[src/rtl/scbg_consts.vh]
// Constants of the serial channel baud clock generator: offsets, fields, resets, timing.
// Assumes inclusion by bare name from the design files under rtl/.
`ifndef SCBG_CONSTS_VH
`define SCBG_CONSTS_VH

// Register byte offsets on APB
`define SCBG_OFF_CONFIG      12'h000
`define SCBG_OFF_CONTROL     12'h004
`define SCBG_OFF_STATUS      12'h008

// Channel configuration register fields
`define SCBG_CFG_RESET       16'h0004
`define SCBG_BIT_OPEN_DRAIN  15
`define SCBG_BIT_EXT_SOURCE  14
`define SCBG_BIT_TX_SOURCE   13
`define SCBG_BIT_RX_SOURCE   12
`define SCBG_DIV_MSB         11
`define SCBG_DIV_LSB         1
`define SCBG_BIT_PRESCALE    0

// Control register fields
`define SCBG_CTL_RESET       3'h0
`define SCBG_BIT_ASYNC       2
`define SCBG_DIAG_MSB        1
`define SCBG_DIAG_LSB        0
`define SCBG_DIAG_NORMAL     2'h0
`define SCBG_DIAG_LOOPBACK   2'h1
`define SCBG_DIAG_ECHO       2'h2

// Timing: half periods per source clock, prescale factor, async oversampling
`define SCBG_HALF_PER_PCLK   2'h2
`define SCBG_PRESCALE_HALVES 3'h4
`define SCBG_MIN_DIVISOR     12'h002
`define SCBG_ASYNC_OVERSMP   4'hf

`endif

[src/rtl/scbg_baud_div.v]
// Baud divider: optional divide-by-four prescaler and 11-bit reload divider, 50% duty except odd divisors on undivided main clock.
// Assumes step counts source half periods seen in one pclk cycle (0, 1 or 2).
`timescale 1ns/1ps
`include "scbg_consts.vh"

module scbg_baud_div (
    input  wire        pclk,
    input  wire        presetn,
    input  wire        ce,
    input  wire [1:0]  step,
    input  wire        prescale,
    input  wire [10:0] divider,
    output reg         gen_clk_r,
    output reg         toggle_r
);
    reg  [2:0]  pre_acc_r;
    reg  [11:0] acc_r;
    reg  [11:0] divisor_r;
    reg         prescale_r;
    reg  [2:0]  pre_sum;
    reg  [1:0]  pstep;
    reg  [11:0] acc_sum;
    wire [11:0] div_plus;

    assign div_plus = {1'b0, divider} + 12'h001;

    always @* begin
        pre_sum = pre_acc_r + {1'b0, step};
        pstep   = step;
        if (prescale_r) begin
            pstep = (pre_sum >= `SCBG_PRESCALE_HALVES) ? 2'h1 : 2'h0;
        end
        acc_sum = acc_r + {10'h000, pstep};
    end

    always @(posedge pclk or negedge presetn) begin
        if (!presetn) begin
            pre_acc_r  <= 3'h0;
            acc_r      <= 12'h000;
            divisor_r  <= 12'h003;
            prescale_r <= 1'b0;
            gen_clk_r  <= 1'b0;
            toggle_r   <= 1'b0;
        end else if (ce) begin
            toggle_r <= 1'b0;
            if (prescale_r && pre_sum >= `SCBG_PRESCALE_HALVES) begin
                pre_acc_r <= pre_sum - `SCBG_PRESCALE_HALVES;
            end else if (prescale_r) begin
                pre_acc_r <= pre_sum;
            end
            // each terminal count toggles; odd divisors alternate phases
            if (acc_sum >= divisor_r) begin
                acc_r     <= acc_sum - divisor_r;
                gen_clk_r <= ~gen_clk_r;
                toggle_r  <= 1'b1;
                // divisor is field plus one, never below two
                divisor_r  <= (div_plus < `SCBG_MIN_DIVISOR) ? `SCBG_MIN_DIVISOR : div_plus;
                prescale_r <= prescale;
                if (prescale != prescale_r) begin
                    pre_acc_r <= 3'h0;
                end
            end else begin
                acc_r <= acc_sum;
            end
        end
    end
endmodule // scbg_baud_div

[src/rtl/scbg_top.v]
// Serial channel baud clock generator with APB registers, clock pin steering and diagnostics.
// Assumes one pclk domain; pins and timer input are asynchronous and are synchronised here.
//
// Function
// - Configuration register resets to 0x0004, generator dividing main clock by three.
// - Bit 15 set makes transmit data open drain, else actively driven.
// - Bit 14 selects main clock or shared timer input as generator source.
// - Bit 13 zero uses generator for transmit and drives it on pin.
// - Transmit clock pin stays input after reset until a zero is written.
// - Bit 12 zero uses generator for receive and drives it on pin.
// - Receive clock pin stays input after reset until a zero is written.
// - Divider field plus one is reloaded at each terminal count as the limit of a hidden 12-bit up-counting accumulator.
// - Divider field sets rate; all ones slowest, all zeros divides by two.
// - Output keeps 50% duty, terminal counts alternate phases and toggle; odd divisors on undivided main clock give halves one pclk apart.
// - Bit 0 inserts a divide-by-four prescaler, else input passes undivided.
// - Asynchronous operation uses a clock sixteen times the bit rate.
// - Async bit rate is source over prescale over divisor over sixteen.
// - Async bit rate from a clock pin is pin clock over sixteen.
// - Synchronous bit clock equals the generator output directly.
// - Generator output is always available on its own pin.
// - Transmitter and receiver run independently on their own clocks.
// - Echo mode retransmits received data; loopback feeds transmit to receive.
//
// Design decisions made here: the APB slave port and the address map.
`timescale 1ns/1ps
`include "scbg_consts.vh"

module scbg_top (
    input  wire        pclk,
    input  wire        presetn,
    input  wire        ce,
    input  wire        psel,
    input  wire        penable,
    input  wire        pwrite,
    input  wire [11:0] paddr,
    input  wire [31:0] pwdata,
    output reg  [31:0] prdata,
    output reg         pready,
    output reg         pslverr,
    input  wire        timer_input_one,
    input  wire        tx_clock_pin_i,
    output reg         tx_clock_pin_o,
    output reg         tx_clock_pin_oe,
    input  wire        rx_clock_pin_i,
    output reg         rx_clock_pin_o,
    output reg         rx_clock_pin_oe,
    output reg         brg_clk_out,
    input  wire        tx_data_in,
    output reg         txd_o,
    output reg         txd_oe,
    input  wire        rxd_i,
    output reg         rx_data_out,
    output reg         tx_bit_tick,
    output reg         rx_bit_tick
);
    reg  [15:0] cfg_r;
    reg  [2:0]  ctl_r;
    reg         tx_drive_ok_r;
    reg         rx_drive_ok_r;
    reg  [3:0]  sync1_r;
    reg  [3:0]  sync2_r;
    reg  [3:0]  sync3_r;
    reg  [3:0]  filt_r;
    reg  [3:0]  filt_d_r;
    reg         gen_d_r;
    reg  [3:0]  tx_os_r;
    reg  [3:0]  rx_os_r;
    reg  [1:0]  step;
    reg  [31:0] rd_data;
    reg         addr_ok;
    wire [3:0]  async_in;
    wire [3:0]  rise;
    wire [3:0]  fall;
    wire        gen_clk;
    wire        gen_rise;
    wire        tx_edge;
    wire        rx_edge;
    wire        wr_en;
    wire        tx_drive;
    wire        rx_drive;
    wire        txd_val;

    assign async_in = {rxd_i, rx_clock_pin_i, tx_clock_pin_i, timer_input_one};

    // Three-stage synchronisers; a change counts once stages two and three agree
    genvar gi;
    generate
        for (gi = 0; gi < 4; gi = gi + 1) begin : g_sync
            // Reset to the pin's idle level so no false edge follows reset; receive data idles high
            localparam [0:0] idle_lvl = (gi == 3) ? 1'b1 : 1'b0;
            always @(posedge pclk or negedge presetn) begin
                if (!presetn) begin
                    sync1_r[gi]  <= idle_lvl;
                    sync2_r[gi]  <= idle_lvl;
                    sync3_r[gi]  <= idle_lvl;
                    filt_r[gi]   <= idle_lvl;
                    filt_d_r[gi] <= idle_lvl;
                end else if (ce) begin
                    sync1_r[gi]  <= async_in[gi];
                    sync2_r[gi]  <= sync1_r[gi];
                    sync3_r[gi]  <= sync2_r[gi];
                    filt_d_r[gi] <= filt_r[gi];
                    if (sync2_r[gi] == sync3_r[gi]) begin
                        filt_r[gi] <= sync3_r[gi];
                    end
                end
            end
            assign rise[gi] = filt_r[gi] & ~filt_d_r[gi];
            assign fall[gi] = ~filt_r[gi] & filt_d_r[gi];
        end
    endgenerate

    always @* begin
        if (cfg_r[`SCBG_BIT_EXT_SOURCE]) begin
            // Both timer edges count, so odd divisors still give exact halves
            step = (rise[0] | fall[0]) ? 2'h1 : 2'h0;
        end else begin
            // Main clock offers no half cycles; odd divisors are within one pclk
            step = `SCBG_HALF_PER_PCLK;
        end
    end

    scbg_baud_div u_div (
        .pclk      (pclk),
        .presetn   (presetn),
        .ce        (ce),
        .step      (step),
        .prescale  (cfg_r[`SCBG_BIT_PRESCALE]),
        .divider   (cfg_r[`SCBG_DIV_MSB:`SCBG_DIV_LSB]),
        .gen_clk_r (gen_clk),
        .toggle_r  ()
    );

    assign gen_rise = gen_clk & ~gen_d_r;
    assign tx_edge  = cfg_r[`SCBG_BIT_TX_SOURCE] ? rise[1] : gen_rise;
    assign rx_edge  = cfg_r[`SCBG_BIT_RX_SOURCE] ? rise[2] : gen_rise;
    // pin drives only after a zero was written
    assign tx_drive = tx_drive_ok_r & ~cfg_r[`SCBG_BIT_TX_SOURCE];
    // pin drives only after a zero was written
    assign rx_drive = rx_drive_ok_r & ~cfg_r[`SCBG_BIT_RX_SOURCE];
    // echo sends received data back out
    assign txd_val  = (ctl_r[`SCBG_DIAG_MSB:`SCBG_DIAG_LSB] == `SCBG_DIAG_ECHO) ?
                      filt_r[3] : tx_data_in;
    assign wr_en    = psel & penable & pready & pwrite;

    always @* begin
        rd_data = 32'h00000000;
        addr_ok = 1'b1;
        case (paddr)
            `SCBG_OFF_CONFIG:  rd_data = {16'h0000, cfg_r};
            `SCBG_OFF_CONTROL: rd_data = {29'h00000000, ctl_r};
            `SCBG_OFF_STATUS:  rd_data = {28'h0000000, rx_drive, tx_drive, filt_r[0], gen_clk};
            default:           addr_ok = 1'b0;
        endcase
    end

    // APB slave: one wait state, pready raised on the second access cycle
    always @(posedge pclk or negedge presetn) begin
        if (!presetn) begin
            pready  <= 1'b0;
            prdata  <= 32'h00000000;
            pslverr <= 1'b0;
        end else if (ce) begin
            if (psel && penable && !pready) begin
                pready  <= 1'b1;
                prdata  <= pwrite ? 32'h00000000 : rd_data;
                pslverr <= ~addr_ok;
            end else begin
                pready  <= 1'b0;
                pslverr <= 1'b0;
            end
        end
    end

    always @(posedge pclk or negedge presetn) begin
        if (!presetn) begin
            cfg_r         <= `SCBG_CFG_RESET;
            ctl_r         <= `SCBG_CTL_RESET;
            tx_drive_ok_r <= 1'b0;
            rx_drive_ok_r <= 1'b0;
        end else if (ce && wr_en) begin
            if (paddr == `SCBG_OFF_CONFIG) begin
                cfg_r <= pwdata[15:0];
                if (!pwdata[`SCBG_BIT_TX_SOURCE]) begin
                    tx_drive_ok_r <= 1'b1;
                end
                if (!pwdata[`SCBG_BIT_RX_SOURCE]) begin
                    rx_drive_ok_r <= 1'b1;
                end
            end
            if (paddr == `SCBG_OFF_CONTROL) begin
                ctl_r <= pwdata[2:0];
            end
        end
    end

    always @(posedge pclk or negedge presetn) begin
        if (!presetn) begin
            gen_d_r         <= 1'b0;
            tx_os_r         <= 4'h0;
            rx_os_r         <= 4'h0;
            tx_clock_pin_o  <= 1'b0;
            tx_clock_pin_oe <= 1'b0;
            rx_clock_pin_o  <= 1'b0;
            rx_clock_pin_oe <= 1'b0;
            brg_clk_out     <= 1'b0;
            txd_o           <= 1'b1;
            txd_oe          <= 1'b1;
            rx_data_out     <= 1'b1;
            tx_bit_tick     <= 1'b0;
            rx_bit_tick     <= 1'b0;
        end else if (ce) begin
            gen_d_r         <= gen_clk;
            brg_clk_out     <= gen_clk;
            tx_clock_pin_o  <= gen_clk;
            tx_clock_pin_oe <= tx_drive;
            rx_clock_pin_o  <= gen_clk;
            rx_clock_pin_oe <= rx_drive;
            if (cfg_r[`SCBG_BIT_OPEN_DRAIN]) begin
                txd_o  <= 1'b0;
                txd_oe <= ~txd_val;
            end else begin
                txd_o  <= txd_val;
                txd_oe <= 1'b1;
            end
            if (ctl_r[`SCBG_DIAG_MSB:`SCBG_DIAG_LSB] == `SCBG_DIAG_LOOPBACK) begin
                rx_data_out <= tx_data_in;
            end else begin
                rx_data_out <= filt_r[3];
            end
            tx_bit_tick <= 1'b0;
            rx_bit_tick <= 1'b0;
            // async divides the serial clock by sixteen
            if (tx_edge) begin
                tx_os_r <= tx_os_r + 4'h1;
                if (!ctl_r[`SCBG_BIT_ASYNC] || tx_os_r == `SCBG_ASYNC_OVERSMP) begin
                    tx_bit_tick <= 1'b1;
                end
            end
            if (rx_edge) begin
                rx_os_r <= rx_os_r + 4'h1;
                if (!ctl_r[`SCBG_BIT_ASYNC] || rx_os_r == `SCBG_ASYNC_OVERSMP) begin
                    rx_bit_tick <= 1'b1;
                end
            end
        end
    end
endmodule // scbg_top

[config.mk]
export PLATFORM = sky130hd
export DESIGN_NAME = scbg_top
export DESIGN_NICKNAME = d
export VERILOG_FILES = /design/src/rtl/scbg_baud_div.v /design/src/rtl/scbg_top.v
export VERILOG_INCLUDE_DIRS = /design/src /design/src/rtl
export SDC_FILE = /design/constraint.sdc
export NUM_CORES = 1
export LEC_CHECK = 0
export ABC_AREA = 1
export BUFFER_PORTS_ARGS = -buffer_cell sky130_fd_sc_hd__clkbuf_2
export CAP_MARGIN = 0
export CORE_AREA = 10 10 114 116
export DETAILED_ROUTE_END_ITERATION = 10
export DIE_AREA = 0 0 124 126
export GPL_TIMING_DRIVEN = 0
export PLACE_DENSITY = 0.76
export SETUP_SLACK_MARGIN = 0.2
export SYNTH_ARGS = -nofsm -noshare
export SYNTH_HDL_FRONTEND = slang
export SYNTH_SLANG_ARGS = --single-unit
[constraint.sdc]
create_clock -name pclk -period 4.92 [get_ports pclk]
set_input_delay 0.492 -clock pclk [delete_from_list [all_inputs] [get_ports pclk]]
set_output_delay 0.492 -clock pclk [all_outputs]
set_load 0.01 [all_outputs]
==> impl_metrics.toml <==
[sta]
fin_crit_ns = 4.34
setup_viol = 0
fin_skew_ns = 0.0164
worst_slew_pin_slew_ns = 0.751
fin_crit_sh_pct = 88.3
rsz0062_at_grt = "false"
slew_viol_final = 0
worst_slew_margin_rel_pct = 49.9
hold_viol = 0
timing.hold.ws_ns = 0.113
setup_tns_ns = 0
fmax_ghz = 0.230

[power_and_ir_drop]
switching_share_pct = 28.7
combPwrFrac_pct = 17.3
clkPwrFrac_pct = 31.1
p_int_mw = 1.37
seq_power_share_pct = 51.6
totalPowerFinal_mw = 1.92
p_leak_nw = 3.79
vdd_drop_max_mv = 0.269
p_switching_uw = 550
powerDensity_nw_per_um2 = 281

[grt]
antenna_found_initial = 0
overflow = 0
grt_max_degree = 67
grt_pass1_vias = 5146
grtUsageTotal_pct = 19.5
grt_pass1_wl_mm = 24.7

[clocking]
cts_tree = "done"
cts_root_buf = "clkbuf_8"
hold_buffers = 0
clock_latency_ns = 0.38
cts.clk_slew.worst_paths_ns = 0.10
cts_sinks = 103
cts_inserted_buffers = 9
ctsLongestPathBuffers = 2
cts_max_level = 3

[floorplanning]
fp.dieW_um = 124
rows = 38
chipHeight_um = 126
start_util_pct = 56.1
io_pins = 99
dieArea_um2 = 15600
core_area_um2 = 10700

[worst_setup_path]
r2r-end = "u_div.divisor_r[0]"
reg2reg_from = "filt_r[0]"
critPathLaunch = "filt_r[0]"
critPathBufInv = 5
endpoint = "u_div.divisor_r[0]"
critPathRequiredTime_ns = 5.25
reg2regPathDepth = 25
cpLargestDelayFamily = "adder cells"
slowest_delay_ns = 0.41
worst_setup_path_start_kind = "flip-flop"
crit_path_max_fanout = 10
rrSetupSlack_ns = 0.58
cp_common_cell = "nand2_1"
crit_cells = 25
path_class = "reg -> reg"
slowest_stage = "dfrtp_2"
endpoint_kind = "flip-flop"
critPathArrivalTime_ns = 4.67

[worst_hold_path]
min_path_type = "in -> async"

[synth]
ys_warn_count = 0
postSynthCellCount = 776
syn_avg_cell_area_um2 = 7.73
synth_edf_count = 0
synth-seq-cells = 103
synth_flop_cell = "dfrtp_1"
yosys.cell_types.count = 38
async_flop_share_pct = 100
syn_area_um2 = 6000
synth-seq-area-share_pct = 43.2

[placement]
port_buffers = 66
placed_area_um2 = 6590
gp_routability_congestion = 0.911
post-dp-hpwl_mm = 11.4

[routing]
antenna_left = 0
drt-initial-drc-count = 362
first_pass_iters = 5
highest_layer = "met4"
drc = 0
vias = 5143
wl_per_cell_um = 14.4
route.met2.wl_mm = 6.83
route.met3.wl_um = 937
drt_wl_total_mm = 14.7
via_per_inst = 5.07
drt-met1-wl_mm = 6.65

[flow_run]
maxCapViolCount = 0

[layout]
nets = 946
n_antenna_cell = 0
postLayoutCellArea_um2 = 6830
final_layout_size_suffix_gt1_share_pct = 20.9
syn_to_final_growth_pct = 13.9
seqCellArea_um2 = 2590
multiInputGateArea_um2 = 2850
fillCellCount = 936

[outcome]
outcome = "complete, no violations"
## power groups by stage
stage               Clock [mW]  Sequential [mW]  Combinational (mW)
floorplan                    0            0.994               0.229
global placement             0             1.00               0.314
detailed placement           0             1.01               0.332
CTS                      0.610            0.991               0.334
global route             0.640             1.00               0.385
finish                   0.598            0.992               0.332
## cells in the mapped netlist, types with 2 or more instances
cell / n / area [um^2]
ha_1: 18 / 225
xnor2_1: 6 / 52.6
clkbuf_1: 7 / 26.3
a21oi_2: 12 / 105
mux2_2: 2 / 22.5
nand4_1: 8 / 50.1
dfrtp_1: 93 / 2330
buf_2: 3 / 15.0
o21ai_1: 15 / 75.1
nor2_2: 13 / 81.3
xor2_1: 10 / 87.6
o21ai_0: 35 / 175
a21o_1: 2 / 15.0
nor3_2: 3 / 30.0
nor3_1: 2 / 10.0
nand2_1: 238 / 893
inv_1: 89 / 334
buf_4: 20 / 150
fa_1: 3 / 60.1
dfstp_2: 10 / 263
a21oi_1: 14 / 70.1
buf_6: 7 / 78.8
nor2_1: 57 / 214
inv_2: 6 / 22.5
o211ai_1: 7 / 52.6
nand2_2: 9 / 56.3
nand3_1: 64 / 320
and2_1: 3 / 18.8
o21ai_2: 11 / 96.3
## cell usage in the layout, fill, tap and decap left out, types with 14 or more instances in the layout
master    count
a21oi_1      14
buf_4        21
clkbuf_2     65
conb_1       16
dfrtp_1      92
ha_1         18
inv_1        89
nand2_1     238
nand3_1      63
nor2_1       57
o21ai_0      35
o21ai_1      15
## flip-flops by register name, summed over array words and instances (netlist names), 3 cells and up
name / flops
cfg_r: 16
ctl_r: 3
filt_d_r: 3
filt_r: 4
prdata: 16
rx_os_r: 4
sync1_r: 4
sync2_r: 4
sync3_r: 4
tx_os_r: 4
u_div.acc_r: 12
u_div.divisor_r: 12
u_div.pre_acc_r: 3
## through the flow
step | utilization, % | setup WS (ns) | cells
detailed placement | 61.6 | 0.454 | 998
global route | 63.9 | 0.231 | 1015
CTS | 63.7 | 0.440 | 1014
floorplan | - | 1.23 | 791
global placement | 61.3 | 0.562 | 997
finish | 63.9 | 0.577 | 1015
## routing by layer
metal | global-route usage, % | up-vias
met5 | 0 | -
met4 | 5.15 | 0
met3 | 5.85 | 22
met2 | 30.9 | 128
met1 | 25.2 | 2392
li1 | - | 2601
## cell families after synthesis
kind of cell | after synthesis | synth area share [%]
compound gates | 98 | 10.1
other cells | 1 | 0.0625
fa+ha+maj | 21 | 4.76
simple gates | 402 | 28.7
buf+inv | 133 | 10.5
mux | 2 | 0.375
flops | 103 | 43.2
xor+xnor | 16 | 2.34
## what timing repair did
item / 4_1_cts / 5_1_grt
endpoints found under the setup margin: 0 / 28
setup buffers: 0 / 1
gates resized for setup: 0 / 3
## cell type report
type | count | share of cell area, %
Sequential cell | 103 | 37.9
Timing Repair Buffer | 68 | 5.38
Tap cell | 140 | 2.56
Multi-Input combinational cell | 555 | 41.7
Buffer | 38 | 4.01
Inverter | 95 | 5.22
Clock buffer | 12 | 2.12
Clock inverter | 4 | 1.12
## how the worst min path moves through the flow
| stage | endpoint | slack (ns) | cells after the start |
|---|---|---|---|
| after floorplan | cfg_r[0] | 0.20 | 0 |
| after global routing | prdata[11] | 0.12 | 1 |
| after detailed placement | rx_drive_ok_r | 0.44 | 2 |
| after CTS | prdata[11] | 0.11 | 1 |
| after global placement | rx_drive_ok_r | 0.43 | 2 |
| final | prdata[11] | 0.11 | 1 |
Power figures use the tool's default switching activity.
